**src/rtl/ise_pkg.sv**
```systemverilog
package ise_pkg;

    // Core clock.
    localparam int CLK_PERIOD_NS = 4;

    // Pulses on the bus inputs up to this width are suppressed.
    localparam int GLITCH_FILTER_WIDTH_NS = 100;
    localparam int GLITCH_CYC_RAW = GLITCH_FILTER_WIDTH_NS / CLK_PERIOD_NS;
    localparam int GLITCH_CYC = (GLITCH_CYC_RAW < 1) ? 1 : GLITCH_CYC_RAW;

    // Longest self-timed programming cycle.
    localparam int WRITE_CYCLE_TIME_NS = 5000000;
    localparam int WRITE_CYCLE_CYC = WRITE_CYCLE_TIME_NS / CLK_PERIOD_NS;

    // Delay from supply stable to the first accepted command.
    localparam int POWERUP_READY_TIME_NS = 1000000;
    localparam int POWERUP_CYC = POWERUP_READY_TIME_NS / CLK_PERIOD_NS;

    // Array organisation.
    localparam int DATA_W = 8;
    localparam int ADDR_W = 9;
    localparam int PAGE_BYTES = 16;
    localparam int PAGE_OFS_W = 4;
    localparam int MEM_BYTES_SMALL = 256;
    localparam int MEM_BYTES_LARGE = 512;
    localparam logic [DATA_W-1:0] ERASED_BYTE = 8'hFF;

    // Bit counter marks inside one byte slot, and the last offset inside one page.
    localparam logic [3:0] BIT_LAST = 4'h8;
    localparam logic [3:0] BIT_ACK = 4'h9;
    localparam logic [PAGE_OFS_W-1:0] OFS_LAST = 4'hF;

    typedef enum logic [2:0] {
        ST_IDLE,
        ST_DEV,
        ST_WADDR,
        ST_WDATA,
        ST_RDATA
    } ise_state_t;

    typedef enum logic [1:0] {
        CM_IDLE,
        CM_PROG,
        CM_WAIT
    } ise_commit_t;

    typedef struct packed {
        logic [PAGE_OFS_W-1:0] offset;
        logic [DATA_W-1:0] data;
    } ise_wr_entry_t;

endpackage

```
**src/rtl/ise_fifo.sv**
```systemverilog
`timescale 1ns/1ns
module ise_fifo #(
    parameter int W = 12,
    parameter int DEPTH = 2
) (
    input wire logic clk_i, // Core clock.
    input wire logic rst_n_i, // Asynchronous reset, active low.
    input wire logic in_valid_i, // Write side offers a word.
    input wire logic [W-1:0] in_data_i, // Word offered.
    output logic in_ready_o, // Buffer has room.
    output logic out_valid_o, // Buffer holds a word.
    output logic [W-1:0] out_data_o, // Oldest word.
    input wire logic out_ready_i // Read side takes the word.
);
    localparam int PW = (DEPTH > 1) ? $clog2(DEPTH) : 1;

    if (DEPTH < 2 || (DEPTH & (DEPTH - 1)) != 0) begin : g_chk
        $error("ise_fifo depth must be a power of two of at least two");
    end

    logic [W-1:0] buf_q [DEPTH];
    logic [PW-1:0] wp_q, wp_d, rp_q, rp_d;
    logic [PW:0] cnt_q, cnt_d;
    logic do_push, do_pop;

    assign in_ready_o = (cnt_q != (PW + 1)'(DEPTH));
    assign out_valid_o = (cnt_q != '0);
    assign out_data_o = buf_q[rp_q];
    assign do_push = in_valid_i && in_ready_o;
    assign do_pop = out_valid_o && out_ready_i;

    always_comb begin
        wp_d = wp_q + PW'(do_push);
        rp_d = rp_q + PW'(do_pop);
        cnt_d = cnt_q + (PW + 1)'(do_push) - (PW + 1)'(do_pop);
    end

    always_ff @(posedge clk_i or negedge rst_n_i) begin
        if (!rst_n_i) begin
            wp_q <= '0;
            rp_q <= '0;
            cnt_q <= '0;
        end else begin
            wp_q <= wp_d;
            rp_q <= rp_d;
            cnt_q <= cnt_d;
        end
    end

    always_ff @(posedge clk_i) begin
        if (do_push) begin
            buf_q[wp_q] <= in_data_i;
        end
    end
endmodule

```
**src/rtl/ise_mem.sv**
```systemverilog
`timescale 1ns/1ns
module ise_mem #(
    parameter int W = 8,
    parameter int DEPTH = 512,
    parameter logic [W-1:0] INIT = '1
) (
    input wire logic clk_i, // Core clock.
    input wire logic we_i, // Write strobe.
    input wire logic [$clog2(DEPTH)-1:0] waddr_i, // Write address.
    input wire logic [W-1:0] wdata_i, // Write data.
    input wire logic [$clog2(DEPTH)-1:0] raddr_i, // Read address.
    output logic [W-1:0] rdata_o // Registered read data.
);
    // The array leaves the factory erased.
    logic [W-1:0] mem_q [DEPTH] = '{default: INIT};
    logic [W-1:0] rdata_q;

    always_ff @(posedge clk_i) begin
        if (we_i) begin
            mem_q[waddr_i] <= wdata_i;
        end
        rdata_q <= mem_q[raddr_i];
    end

    assign rdata_o = rdata_q;
endmodule

```
**src/rtl/ise_eeprom.sv**
```systemverilog
`timescale 1ns/1ns
// Functional notes
// [RULE_01] Array is 16-byte pages, 256 or 512 bytes.
// [RULE_02] One to sixteen bytes buffered, committed once.
// [RULE_03] Reads stream bytes, pointer advances per byte.
// [RULE_04] Protect input high blocks upper-half writes.
// [RULE_05] Chip-select pins form part of bus address.
// [RULE_06] Works with 100 kHz and 400 kHz clocks.
// [RULE_07] Bus input pulses up to 100 ns ignored.
// [RULE_08] Ready for commands within 1 ms.
// [RULE_09] Power-on reset forces standby, brown-out recovery.
// [RULE_10] Undriven protect input counts as low; no pull-down here, wp_i is used as sampled.
// [RULE_11] Programming cycle bounded by 5 ms timer.
// [RULE_12] Type code and selects must match; bit0 direction.
// [RULE_13] Page write wraps low four address bits.
// [RULE_14] Protect sampled before first data byte; NACK.
// [RULE_15] Busy device releases data, acknowledges nothing.
module ise_eeprom
    import ise_pkg::*;
#(
    parameter int MEM_BYTES = ise_pkg::MEM_BYTES_LARGE,
    parameter int WR_CYC = ise_pkg::WRITE_CYCLE_CYC,
    parameter int PU_CYC = ise_pkg::POWERUP_CYC,
    parameter logic [3:0] TYPE_CODE = 4'h6, // Arbitrary value.
    parameter int FIFO_DEPTH = 2
) (
    input wire logic mclk_i, // Core clock, 250 MHz.
    input wire logic rst_n_i, // Power-on reset, active low.
    input wire logic scl_i, // Serial clock pin.
    input wire logic sda_i, // Serial data pin level.
    output logic sda_o, // Serial data drive value, always low.
    output logic sda_oe_n_o, // Low while pulling data low.
    input wire logic [2:0] chip_select_pins_i, // Address select pins.
    input wire logic wp_i, // Write protect pin.
    output logic ready_o // Device accepts commands.
);
    import ise_pkg::*;

    localparam logic [ADDR_W-1:0] AMASK = ADDR_W'(MEM_BYTES - 1);
    localparam logic [31:0] WAIT_LAST = 32'(WR_CYC - PAGE_BYTES - 1);
    localparam logic [31:0] PU_LAST = 32'(PU_CYC - 1);

    if (!(MEM_BYTES == MEM_BYTES_SMALL || MEM_BYTES == MEM_BYTES_LARGE) || WR_CYC <= PAGE_BYTES + 1
        || PU_CYC < 1 || FIFO_DEPTH != 2) begin : g_chk
        $error("ise_eeprom parameters out of range");
    end

    // Two flip-flop synchronisers: scl, sda, wp, chip selects.
    logic [5:0] raw_in, sync1_q, sync2_q;
    assign raw_in = {chip_select_pins_i, wp_i, sda_i, scl_i};

    always_ff @(posedge mclk_i or negedge rst_n_i) begin
        if (!rst_n_i) begin
            sync1_q <= 6'h03;
            sync2_q <= 6'h03;
        end else begin
            sync1_q <= raw_in;
            sync2_q <= sync1_q;
        end
    end

    // A protect pin left open is not pulled low here: wp_s follows the synchronised wp_i, which reset loads low.
    logic wp_s; // [RULE_10]
    logic [2:0] cs_s;
    assign wp_s = sync2_q[2];
    assign cs_s = sync2_q[5:3];

    // A level change is accepted only once it has held longer than the glitch width.
    // The added delay stays far below the shortest fast-mode low time. [RULE_06]
    logic [1:0] filt_q, filt_d, prev_q;
    for (genvar g = 0; g < 2; g++) begin : g_filt
        logic [7:0] fc_q, fc_d;
        always_comb begin
            fc_d = '0;
            filt_d[g] = filt_q[g];
            if (sync2_q[g] != filt_q[g]) begin
                fc_d = fc_q + 8'h01;
                if (fc_q == 8'(GLITCH_CYC)) begin // [RULE_07]
                    filt_d[g] = sync2_q[g];
                    fc_d = '0;
                end
            end
        end
        always_ff @(posedge mclk_i or negedge rst_n_i) begin
            if (!rst_n_i) begin
                fc_q <= '0;
                filt_q[g] <= 1'b1;
                prev_q[g] <= 1'b1;
            end else begin
                fc_q <= fc_d;
                filt_q[g] <= filt_d[g];
                prev_q[g] <= filt_q[g];
            end
        end
    end

    logic scl_f, sda_f, rise, fall, start_ev, stop_ev;
    assign scl_f = filt_q[0];
    assign sda_f = filt_q[1];
    assign rise = scl_f && !prev_q[0];
    assign fall = !scl_f && prev_q[0];
    assign start_ev = scl_f && prev_q[0] && prev_q[1] && !sda_f;
    assign stop_ev = scl_f && prev_q[0] && !prev_q[1] && sda_f;

    // Shared state between the bus engine and the commit path.
    ise_state_t st_q, st_d;
    ise_commit_t cm_q, cm_d;
    logic [3:0] cnt_q, cnt_d;
    logic [DATA_W-1:0] sh_q, sh_d, mem_rdata;
    logic drv_q, drv_d, rw_q, rw_d, hi_q, hi_d, mack_q, mack_d, prot_q, prot_d;
    logic [ADDR_W-1:0] addr_q, addr_d, word_addr;
    logic push, new_page, abort, pend_set, ready, dev_match, upper_half;
    logic pend_q, pend_d, pu_done_q, pu_done_d, ready_q;
    logic [31:0] pu_cnt_q, pu_cnt_d, tmr_q, tmr_d;
    logic [PAGE_OFS_W-1:0] ci_q, ci_d;
    logic [DATA_W-1:0] pb_q [PAGE_BYTES];
    logic [DATA_W-1:0] pb_d [PAGE_BYTES];
    logic [PAGE_BYTES-1:0] mask_q, mask_d;
    logic [ADDR_W-PAGE_OFS_W-1:0] page_q, page_d;
    logic fifo_in_ready, fifo_out_valid, fifo_out_ready;
    ise_wr_entry_t fifo_in, fifo_out;
    logic mem_we;
    logic [ADDR_W-1:0] mem_waddr;

    assign ready = pu_done_q && (cm_q == CM_IDLE) && !pend_q; // [RULE_15]
    assign word_addr = {hi_q, sh_q} & AMASK;
    assign upper_half = (MEM_BYTES == MEM_BYTES_LARGE) ? addr_q[8] : addr_q[7];
    assign fifo_in = '{offset: addr_q[PAGE_OFS_W-1:0], data: sh_q};

    always_comb begin
        if (MEM_BYTES == MEM_BYTES_LARGE) begin
            dev_match = (sh_q[7:4] == TYPE_CODE) && (sh_q[3:2] == cs_s[2:1]); // [RULE_05] [RULE_12]
        end else begin
            dev_match = (sh_q[7:4] == TYPE_CODE) && (sh_q[3:1] == cs_s); // [RULE_05] [RULE_12]
        end
    end

    // Bus engine: bits are taken on rising clock edges and driven after falling ones.
    always_comb begin
        st_d = st_q;
        cnt_d = cnt_q;
        sh_d = sh_q;
        drv_d = drv_q;
        rw_d = rw_q;
        hi_d = hi_q;
        addr_d = addr_q;
        mack_d = mack_q;
        prot_d = prot_q;
        push = 1'b0;
        new_page = 1'b0;
        abort = 1'b0;
        pend_set = 1'b0;
        if (start_ev) begin
            abort = (st_q == ST_WDATA);
            st_d = ST_DEV;
            cnt_d = '0;
            drv_d = 1'b0;
        end else if (stop_ev) begin
            pend_set = (st_q == ST_WDATA) && (fifo_out_valid || mask_q != '0); // [RULE_02]
            st_d = ST_IDLE;
            drv_d = 1'b0;
        end else if (st_q != ST_IDLE) begin
            if (rise) begin
                if (cnt_q < BIT_LAST) begin
                    cnt_d = cnt_q + 4'h1;
                    if (st_q != ST_RDATA) begin
                        sh_d = {sh_q[6:0], sda_f};
                    end
                end else if (cnt_q == BIT_LAST) begin
                    cnt_d = BIT_ACK;
                    mack_d = !sda_f;
                end
            end else if (fall) begin
                if (cnt_q == BIT_LAST) begin
                    unique case (st_q)
                        ST_DEV: begin
                            if (dev_match && ready) begin // [RULE_15]
                                drv_d = 1'b1;
                                rw_d = sh_q[0]; // [RULE_12]
                                hi_d = sh_q[1];
                            end else begin
                                st_d = ST_IDLE;
                            end
                        end
                        ST_WADDR: begin
                            drv_d = 1'b1;
                            addr_d = word_addr;
                            new_page = 1'b1;
                        end
                        ST_WDATA: begin
                            if (!prot_q && fifo_in_ready) begin // [RULE_04] [RULE_14]
                                drv_d = 1'b1;
                                push = 1'b1;
                                addr_d[PAGE_OFS_W-1:0] = addr_q[PAGE_OFS_W-1:0] + 4'h1; // [RULE_13]
                            end else begin
                                st_d = ST_IDLE;
                            end
                        end
                        ST_RDATA: drv_d = 1'b0;
                        ST_IDLE: ;
                    endcase
                end else if (cnt_q == BIT_ACK) begin
                    cnt_d = '0;
                    drv_d = 1'b0;
                    unique case (st_q)
                        ST_DEV: begin
                            if (rw_q) begin
                                st_d = ST_RDATA;
                                sh_d = mem_rdata;
                                drv_d = !mem_rdata[7];
                                addr_d = (addr_q + 9'h001) & AMASK; // [RULE_03]
                            end else begin
                                st_d = ST_WADDR;
                            end
                        end
                        ST_WADDR: begin
                            st_d = ST_WDATA;
                            prot_d = wp_s && upper_half; // [RULE_14]
                        end
                        ST_RDATA: begin
                            if (mack_q) begin
                                sh_d = mem_rdata;
                                drv_d = !mem_rdata[7];
                                addr_d = (addr_q + 9'h001) & AMASK; // [RULE_03]
                            end else begin
                                st_d = ST_IDLE;
                            end
                        end
                        ST_WDATA: ;
                        ST_IDLE: ;
                    endcase
                end else if (st_q == ST_RDATA) begin
                    sh_d = {sh_q[6:0], 1'b1};
                    drv_d = !sh_q[6];
                end
            end
        end
    end

    // Page buffer and self-timed commit of the buffered bytes.
    assign fifo_out_ready = (cm_q == CM_IDLE);

    always_comb begin
        pb_d = pb_q;
        mask_d = mask_q;
        page_d = page_q;
        cm_d = cm_q;
        ci_d = ci_q;
        tmr_d = tmr_q;
        pend_d = pend_q || pend_set;
        mem_we = 1'b0;
        mem_waddr = {page_q, ci_q};
        if (new_page || abort) begin
            mask_d = '0;
            page_d = word_addr[ADDR_W-1:PAGE_OFS_W];
        end
        if (fifo_out_valid && fifo_out_ready) begin
            pb_d[fifo_out.offset] = fifo_out.data; // [RULE_13]
            mask_d[fifo_out.offset] = 1'b1;
        end
        unique case (cm_q)
            CM_IDLE: begin
                if (pend_q && !fifo_out_valid) begin
                    pend_d = pend_set;
                    cm_d = CM_PROG;
                    ci_d = '0;
                end
            end
            CM_PROG: begin
                mem_we = mask_q[ci_q]; // [RULE_02]
                ci_d = ci_q + 4'h1;
                if (ci_q == OFS_LAST) begin
                    mask_d = '0;
                    tmr_d = '0;
                    cm_d = CM_WAIT;
                end
            end
            CM_WAIT: begin
                tmr_d = tmr_q + 32'h1;
                if (tmr_q == WAIT_LAST) begin // [RULE_11]
                    cm_d = CM_IDLE;
                end
            end
        endcase
        pu_cnt_d = pu_cnt_q;
        pu_done_d = pu_done_q;
        if (!pu_done_q) begin
            pu_cnt_d = pu_cnt_q + 32'h1;
            pu_done_d = (pu_cnt_q == PU_LAST); // [RULE_08]
        end
    end

    // Every power-on reset assertion, including a brown-out, returns the logic to standby.
    always_ff @(posedge mclk_i or negedge rst_n_i) begin
        if (!rst_n_i) begin // [RULE_09]
            st_q <= ST_IDLE;
            cnt_q <= '0;
            sh_q <= '0;
            drv_q <= 1'b0;
            rw_q <= 1'b0;
            hi_q <= 1'b0;
            addr_q <= '0;
            mack_q <= 1'b0;
            prot_q <= 1'b0;
            mask_q <= '0;
            page_q <= '0;
            cm_q <= CM_IDLE;
            ci_q <= '0;
            tmr_q <= '0;
            pend_q <= 1'b0;
            pu_cnt_q <= '0;
            pu_done_q <= 1'b0;
            ready_q <= 1'b0;
            sda_o <= 1'b0;
            sda_oe_n_o <= 1'b1;
        end else begin
            st_q <= st_d;
            cnt_q <= cnt_d;
            sh_q <= sh_d;
            drv_q <= drv_d;
            rw_q <= rw_d;
            hi_q <= hi_d;
            addr_q <= addr_d;
            mack_q <= mack_d;
            prot_q <= prot_d;
            mask_q <= mask_d;
            page_q <= page_d;
            cm_q <= cm_d;
            ci_q <= ci_d;
            tmr_q <= tmr_d;
            pend_q <= pend_d;
            pu_cnt_q <= pu_cnt_d;
            pu_done_q <= pu_done_d;
            ready_q <= ready;
            sda_o <= 1'b0;
            sda_oe_n_o <= !drv_d;
        end
    end

    always_ff @(posedge mclk_i) begin
        pb_q <= pb_d;
    end

    ise_fifo #(
        .W($bits(ise_wr_entry_t)),
        .DEPTH(FIFO_DEPTH)
    ) u_fifo (
        .clk_i(mclk_i),
        .rst_n_i(rst_n_i),
        .in_valid_i(push),
        .in_data_i(fifo_in),
        .in_ready_o(fifo_in_ready),
        .out_valid_o(fifo_out_valid),
        .out_data_o(fifo_out),
        .out_ready_i(fifo_out_ready)
    );

    // Storage of 256 or 512 bytes organised as 16-byte pages. [RULE_01]
    ise_mem #(
        .W(DATA_W),
        .DEPTH(MEM_BYTES),
        .INIT(ERASED_BYTE)
    ) u_mem (
        .clk_i(mclk_i),
        .we_i(mem_we),
        .waddr_i(mem_waddr[$clog2(MEM_BYTES)-1:0]),
        .wdata_i(pb_q[ci_q]),
        .raddr_i(addr_q[$clog2(MEM_BYTES)-1:0]),
        .rdata_o(mem_rdata)
    );

    assign ready_o = ready_q;
endmodule

```
**config.mk**
```make
export PLATFORM = sky130hd
export DESIGN_NAME = ise_eeprom
export DESIGN_NICKNAME = d
export VERILOG_FILES = /design/src/rtl/ise_pkg.sv /design/src/rtl/ise_fifo.sv /design/src/rtl/ise_mem.sv /design/src/rtl/ise_eeprom.sv
export SDC_FILE = /design/constraint.sdc
export NUM_CORES = 2
export LEC_CHECK = 0
export BUFFER_PORTS_ARGS = -buffer_cell sky130_fd_sc_hd__buf_4
export CORE_MARGIN = 4
export CORE_UTILIZATION = 40
export DETAILED_ROUTE_END_ITERATION = 8
export HOLD_SLACK_MARGIN = 0.1
export SLEW_MARGIN = 20
export SYNTH_ARGS = -nofsm -noshare
export SYNTH_HDL_FRONTEND = slang
export SYNTH_MEMORY_MAX_BITS = 65536
export SYNTH_SLANG_ARGS = --single-unit
```
**constraint.sdc**
```tcl
create_clock -name mclk_i -period 6.7 [get_ports mclk_i]
set_clock_uncertainty 0.1 [all_clocks]
set_input_delay 0.335 -clock mclk_i [delete_from_list [all_inputs] [get_ports mclk_i]]
set_output_delay 0.335 -clock mclk_i [all_outputs]
set_load 0.01 [all_outputs]
```
# After elaboration in Yosys (flattened, before gate mapping)
# Memory sizes are Yosys's and may differ from the RTL's. A register that Yosys moved wholly into a read port is not among the register bits.
# Index checks and enable logic that the tools add are counted.
[op_classes] magnitude_cmp=7 reduce_logical=63 n_div=0 mux=106 n_eq_ne=40 shift=0 n_addsub=12 mul=0 n_bitwise=8
[op_table] op="$bwmux 128" count=1
[op_table] op="$mux 8" count=16
[op_table] op="$add 32x1->32 const B" count=2
[op_table] op="$mux 16" count=4
[op_table] op="$pmux 32 s2" count=1
[op_table] op="$mux 4" count=11
[op_table] op="$mux 1" count=40
[op_table] op="$mux 9" count=4
[op_table] op="$mux 3" count=11
[op_table] op="$bmux 8 s4" count=1
[op_table] op="$demux 8 s4" count=1
[op_table] op="$eq 32x18->1 const B" count=1
[op_table] op="$eq 32x21->1 const B" count=1
[op_table] op="$mux 32" count=1
[op_table] op="$reduce_bool 3->1" count=8
[op_table] op="$reduce_and 11->1" count=2
[op_table] op="$logic_and 1x1->1" count=19
[op_table] op="$pmux 9 s2" count=1
[op_table] op="$add 8x1->8 const B" count=2
[op_table] op="$eq 8x5->1 const B" count=2
[op_table] op="$or 16x16->16" count=1
[op_table] op="$pmux 4 s2" count=2
[op_table] op="$pmux 8 s2" count=1
[op_table] op="$reduce_and 8->1" count=2
[op_table] op="51 further kinds" count=101
[word_totals] ram_bits=4120 romBits=0 mem_count=2 out_inout_bits=3 latchBits=0 register_bits=288
[mem_list] name="u_mem.mem_q" words=512 width=8 read_ports=1 rd_ports_with_merged_regs=1 write_ports=1 line_no="ise_mem.sv:15" rtl="logic [W-1:0] mem_q [DEPTH] = '{default: INIT};"
[mem_list] name="u_fifo.buf_q" words=2 width=12 read_ports=1 rd_ports_with_merged_regs=0 write_ports=1 line_no="ise_fifo.sv:21" rtl="logic [W-1:0] buf_q [DEPTH];"

# Logic depth before layout (Yosys ltp)
[depth] depth_word=14 depth_mapped=13 mapped_depth_nobuf=9

# Hierarchy
# From an unflattened synthesis, not the netlist that was laid out.
[unflattened] hier_cells=9083 area_unflattened_um2=173853.0
[by_module_without_submodules] module="ise_mem" area_per_inst_um2=159927.1 seq_area_each_um2=123158.1 cells_per_inst=8030 n_inst=1
[by_module_without_submodules] module="ise_eeprom" area_per_inst_um2=12833.6 seq_area_each_um2=7708.6 cells_per_inst=993 n_inst=1
[by_module_without_submodules] module="ise_fifo" area_per_inst_um2=1092.3 seq_area_each_um2=820.8 cells_per_inst=60 n_inst=1

# Least setup slack after synthesis
# OpenSTA, ideal clock, no wires.
[synth_path] path_kind="reg-to-reg" from="reg ci_q[0]" to="mem u_mem.mem_q[0][0] (data pin)" path_stages_with_launch=6 path_slack_ps=551 synth_period_minus_slack_ps=6149 t_required_ps=5697 setup_ps=903 arrival_ps=5145 cell_sequence="dfrtp_1 > clkbuf_2 > buf_4 > buf_1 > mux4_2 > mux4_2"
[synth_via] elab_chain_cells=4
[synth_rtl] element="from (decl)" line_no="ise_eeprom.sv:115" rtl="logic [PAGE_OFS_W-1:0] ci_q, ci_d;"
[synth_rtl] element="from (signal assigned)" line_no="ise_eeprom.sv:329" rtl="ci_q <= ci_d;"
[synth_rtl] element="$not 4->5 (not written as such)" line_no="ise_eeprom.sv:367" rtl=".wdata_i(pb_q[ci_q]),"
[synth_rtl] element="$bmux 8 s4" line_no="ise_eeprom.sv:367"
[synth_rtl] element="$mux 8 (not written as such) (2 in series)" line_no="ise_eeprom.sv:367"
[synth_rtl] element="named net u_mem.wdata_i[0]" line_no="ise_mem.sv:10" rtl="input wire logic [W-1:0] wdata_i,"
[synth_rtl] element="to (decl)" line_no="ise_mem.sv:15"
# The timed path passes the listed nets, and every way through them passes these cells. The select of a mux whose other input is x is not followed.

==> key figures <==
Die
  • Die span in y: 665.2 µm
  • Ports: 11
  • Die W: 665.2 µm
  • Core Area: 430600 µm²
  • Row Count: 241
  • Area of the die: 442400 µm²
  • Initial Utilization: 0.4012

Logic synthesis
  • Top-count cell post-synth: edfxtp_1
  • Number of flops mapped to enable cells by yosys: 4248
  • Most used DFF post-synth: edfxtp_1
  • Count of different cell masters after synthesis: 84
  • Yosys reg bits: 4414
  • Synth warn: 0
  • Cell accounting for the most synthesized area: edfxtp_1
  • Simple-gate share of the synthesized area: 0.03348
  • Register area share after synthesis: 0.7623
  • Synth top area share: 0.7385
  • Syn_nets: 8625
  • Synth cell count leaders: 4248 x edfxtp_1, 907 x mux4_2, 689 x nor2_1
  • Main combinational cell family by area after synthesis: multiplexers
  • Area share of fa/ha/maj cells after synthesis: 0.001738
  • Multiplexer area fraction after synthesis: 0.1470
  • Mapped Area: 172700 µm²
  • Complex-gate fraction of the synthesized area: 0.03369
  • Largest cells by area after synthesis: edfxtp_1 74%, mux4_2 12%, mux2i_1 2.2%
  • Synth Instances: 8593
  • XOR/XNOR Fraction of Synth Area: 0.004006
  • Synthesized area per cell: 20.10 µm²
  • Asr flop ratio synth: 0.03580

Timing
  • Tcrit/Tclk final: 0.8407
  • Fmax: 0.1775 GHz
  • Fin. Hold Viols: 0
  • Setup TNS: 0 ns
  • Max-slew violations: 0
  • Worst slew margin: 0.1029
  • Tightest Pin Transition: 1.335 ns
  • Final setup vio count: 0
  • Min cycle time layout: 5.633 ns
  • RSZ-0062 raised after global routing: false

Clocking
  • # Post-CTS Setup Buffers: 0
  • Clock sink count: 4414
  • Num CTS Buffers: 442
  • Clock Root Buffer: clkbuf_16
  • CTS tree: yes
  • Reg clk slew, reported paths: 0.06 ns
  • Max clock buf depth: 4
  • Post-CTS Resized: 0
  • CTS Hold Bufs: 13
  • Clock Latency Late Sink: 0.99 ns
  • H-tree levels: 5

GRT
  • Vias in the first global route: 88190
  • Largest net degree at the start of global routing: 236
  • GRT Util Overall: 0.2179
  • First-pass GRT wire length: 689600 µm
  • Grt total ovfl: 0
  • Antenna violations before repair: 38

Pwr
  • Static Leakage: 42.73 nW
  • Power per cell area: 279.8 nW/µm²
  • Peak VDD IR: 223.2 µV

Detailed routing
  • Final WL: 492200 µm
  • # DRC: 0
  • ANT nets after route: 0
  • Initial DRC count: 12702
  • Via/cell ratio: 6.012
  • Via count: 89559
  • DR pass1 iterations: 5
  • Wire length per cell: 33.04 µm

Setup path
  • Crit-path cells: buf_4 > buf_4 > mux4_2 > a22o_1 > a221oi_1 > o22ai_1 > o311ai_0 > a32oi_1
  • Worst Setup SP: addr_q[0]$_DFFE_PN0P_
  • Worst setup SP type: register
  • Worst R2R Setup Slack: 1.07 ns
  • Worst R2R Start: addr_q[0]$_DFFE_PN0P_
  • CP arrival: 6.34 ns
  • Worst-path maximum fanout: 30
  • Slowest CP cell: dfrtp_4
  • CP max stage delay: 1.14 ns
  • Worst EP required: 7.41 ns
  • Setup crit end kind: register
  • Setup CP Type: reg -> reg
  • Most frequent CP cell: buf_4

Finish
  • Multi-input gate area: 38340 µm²
  • FILL cells: 35968
  • Syn-to-layout area delta: 12.56%
  • Share of post-route cells with drive strength above 1: 0.2111
  • Fin cells: 14896
  • Register area: 131700 µm²
  • Nets: 8822

Min path
  • Hold WC Path Type: reg -> reg
  • Worst Min Path Start: sync1_q[2]$_DFF_PN0_

Run status
  • Status: finished clean

Place
  • PortBufs: 8
  • DP Wirelength: 290100 µm
  • DP Cell Count: 14039
  • Final GP Congestion: 0.8531

Job
  • Maxcap violations: 0
==> stage by stage <==
stage                     hold WS [ns]  utilization  worst slack (ns)  power [mW]  instance area, µm²
after floorplan               -0.06059            -            0.5514       30.38              172700
after global placement          0.2459       0.4175             1.302       30.41              179800
after detailed placement        0.2404       0.4176             1.229       30.41              179800
after CTS                       0.2549       0.4512             1.209       54.68              194300
after global routing            0.2567       0.4515             1.077       55.89              194400
final                           0.2505       0.4516             1.067       54.40              194400
==> sequential cells by signal, summed over array words and instances, names as in the netlist, 8 cells and up <==
register / count
addr_q: 9
u_mem.mem_q: 4096
tmr_q: 32
u_mem.rdata_o: 8
sh_q: 8
mask_q: 16
pb_q: 128
pu_cnt_q: 32
g_filt.fc_q: 16
u_fifo.buf_q: 24
==> critical path, delay by kind of cell (launching register included) <==
kind / cells / cell delay (ns)
buffers and inverters: 2 / 0.98
flip-flops: 1 / 1.14
multiplexers: 1 / 0.57
AO/OA/AOI/OAI: 5 / 2.53
==> placed cells by master, fill, tap and decap left out, types with 19 or more instances in the layout <==
cell type,synthesis,final
a31oi_1,23,22
clkinv_1,2,96
o22ai_1,60,60
mux2i_1,381,381
a211oi_1,58,58
clkbuf_16,0,447
nor2_1,689,675
and3_1,19,19
nand4_1,41,41
ha_1,24,23
mux4_1,24,24
xnor2_1,48,48
clkinv_2,0,86
a22oi_1,149,149
nand3_1,96,91
nor4_1,30,27
a22o_1,36,36
nor2b_1,31,24
inv_1,34,31
dfrtp_1,149,141
o221ai_1,64,64
xor2_1,31,31
bufinv_16,0,44
buf_12,0,44
edfxtp_1,4248,4248
clkbuf_1,216,104
mux4_2,907,899
a221oi_1,56,56
nand2_1,257,245
buf_4,51,215
a21oi_1,195,195
nor3_1,51,50
o21ai_0,93,93
mux2_2,46,46
==> path summary, 6_finish.rpt <==
check,depth (start not counted),end
max,8,u_mem.rdata_o[7]$_DFF_P_
max reg2reg,8,u_mem.rdata_o[7]$_DFF_P_
max in group asynchronous,4,addr_q[3]$_DFFE_PN0P_
min reg2reg,0,sync2_q[2]$_DFF_PN0_
min,0,sync2_q[2]$_DFF_PN0_
min in group asynchronous,3,sync1_q[1]$_DFF_PN1_
==> logic make-up (layout without fill, tap and decap cells) <==
kind of cell,count (synthesis),in the layout
xor+xnor,79,79
buf+inv,560,1137
other cells,1,17
compound gates,841,841
mux,1358,1358
flops,4414,4414
fa+ha+maj,24,24
simple gates,1316,1316
==> per-layer routing <==
metal  vias up  GRT usage  share of wire
li1      35845          -              -
met3       815    0.05034           0.11
met5         -          0        0.00011
met1     47860     0.3081           0.39
met2      5031     0.3357           0.46
met4         8    0.07019          0.033
==> layout make-up <==
type	instances	share of cell area
tap	5710	0.03674
antenna	16	0.0002059
multi-input combinational	3619	0.1972
timing repair buffer	277	0.01421
sequential	4414	0.6774
clock buffer	555	0.05982
inverter	36	0.0007593
clock inverter	269	0.01371
==> where the power goes <==
group          switching [mW]  internal [mW]  total (mW)
clock                    10.6           14.0        24.6
sequential            0.00628           29.8        29.8
combinational          0.0266         0.0131      0.0397
Note: power is estimated with default switching activity, not from simulation.
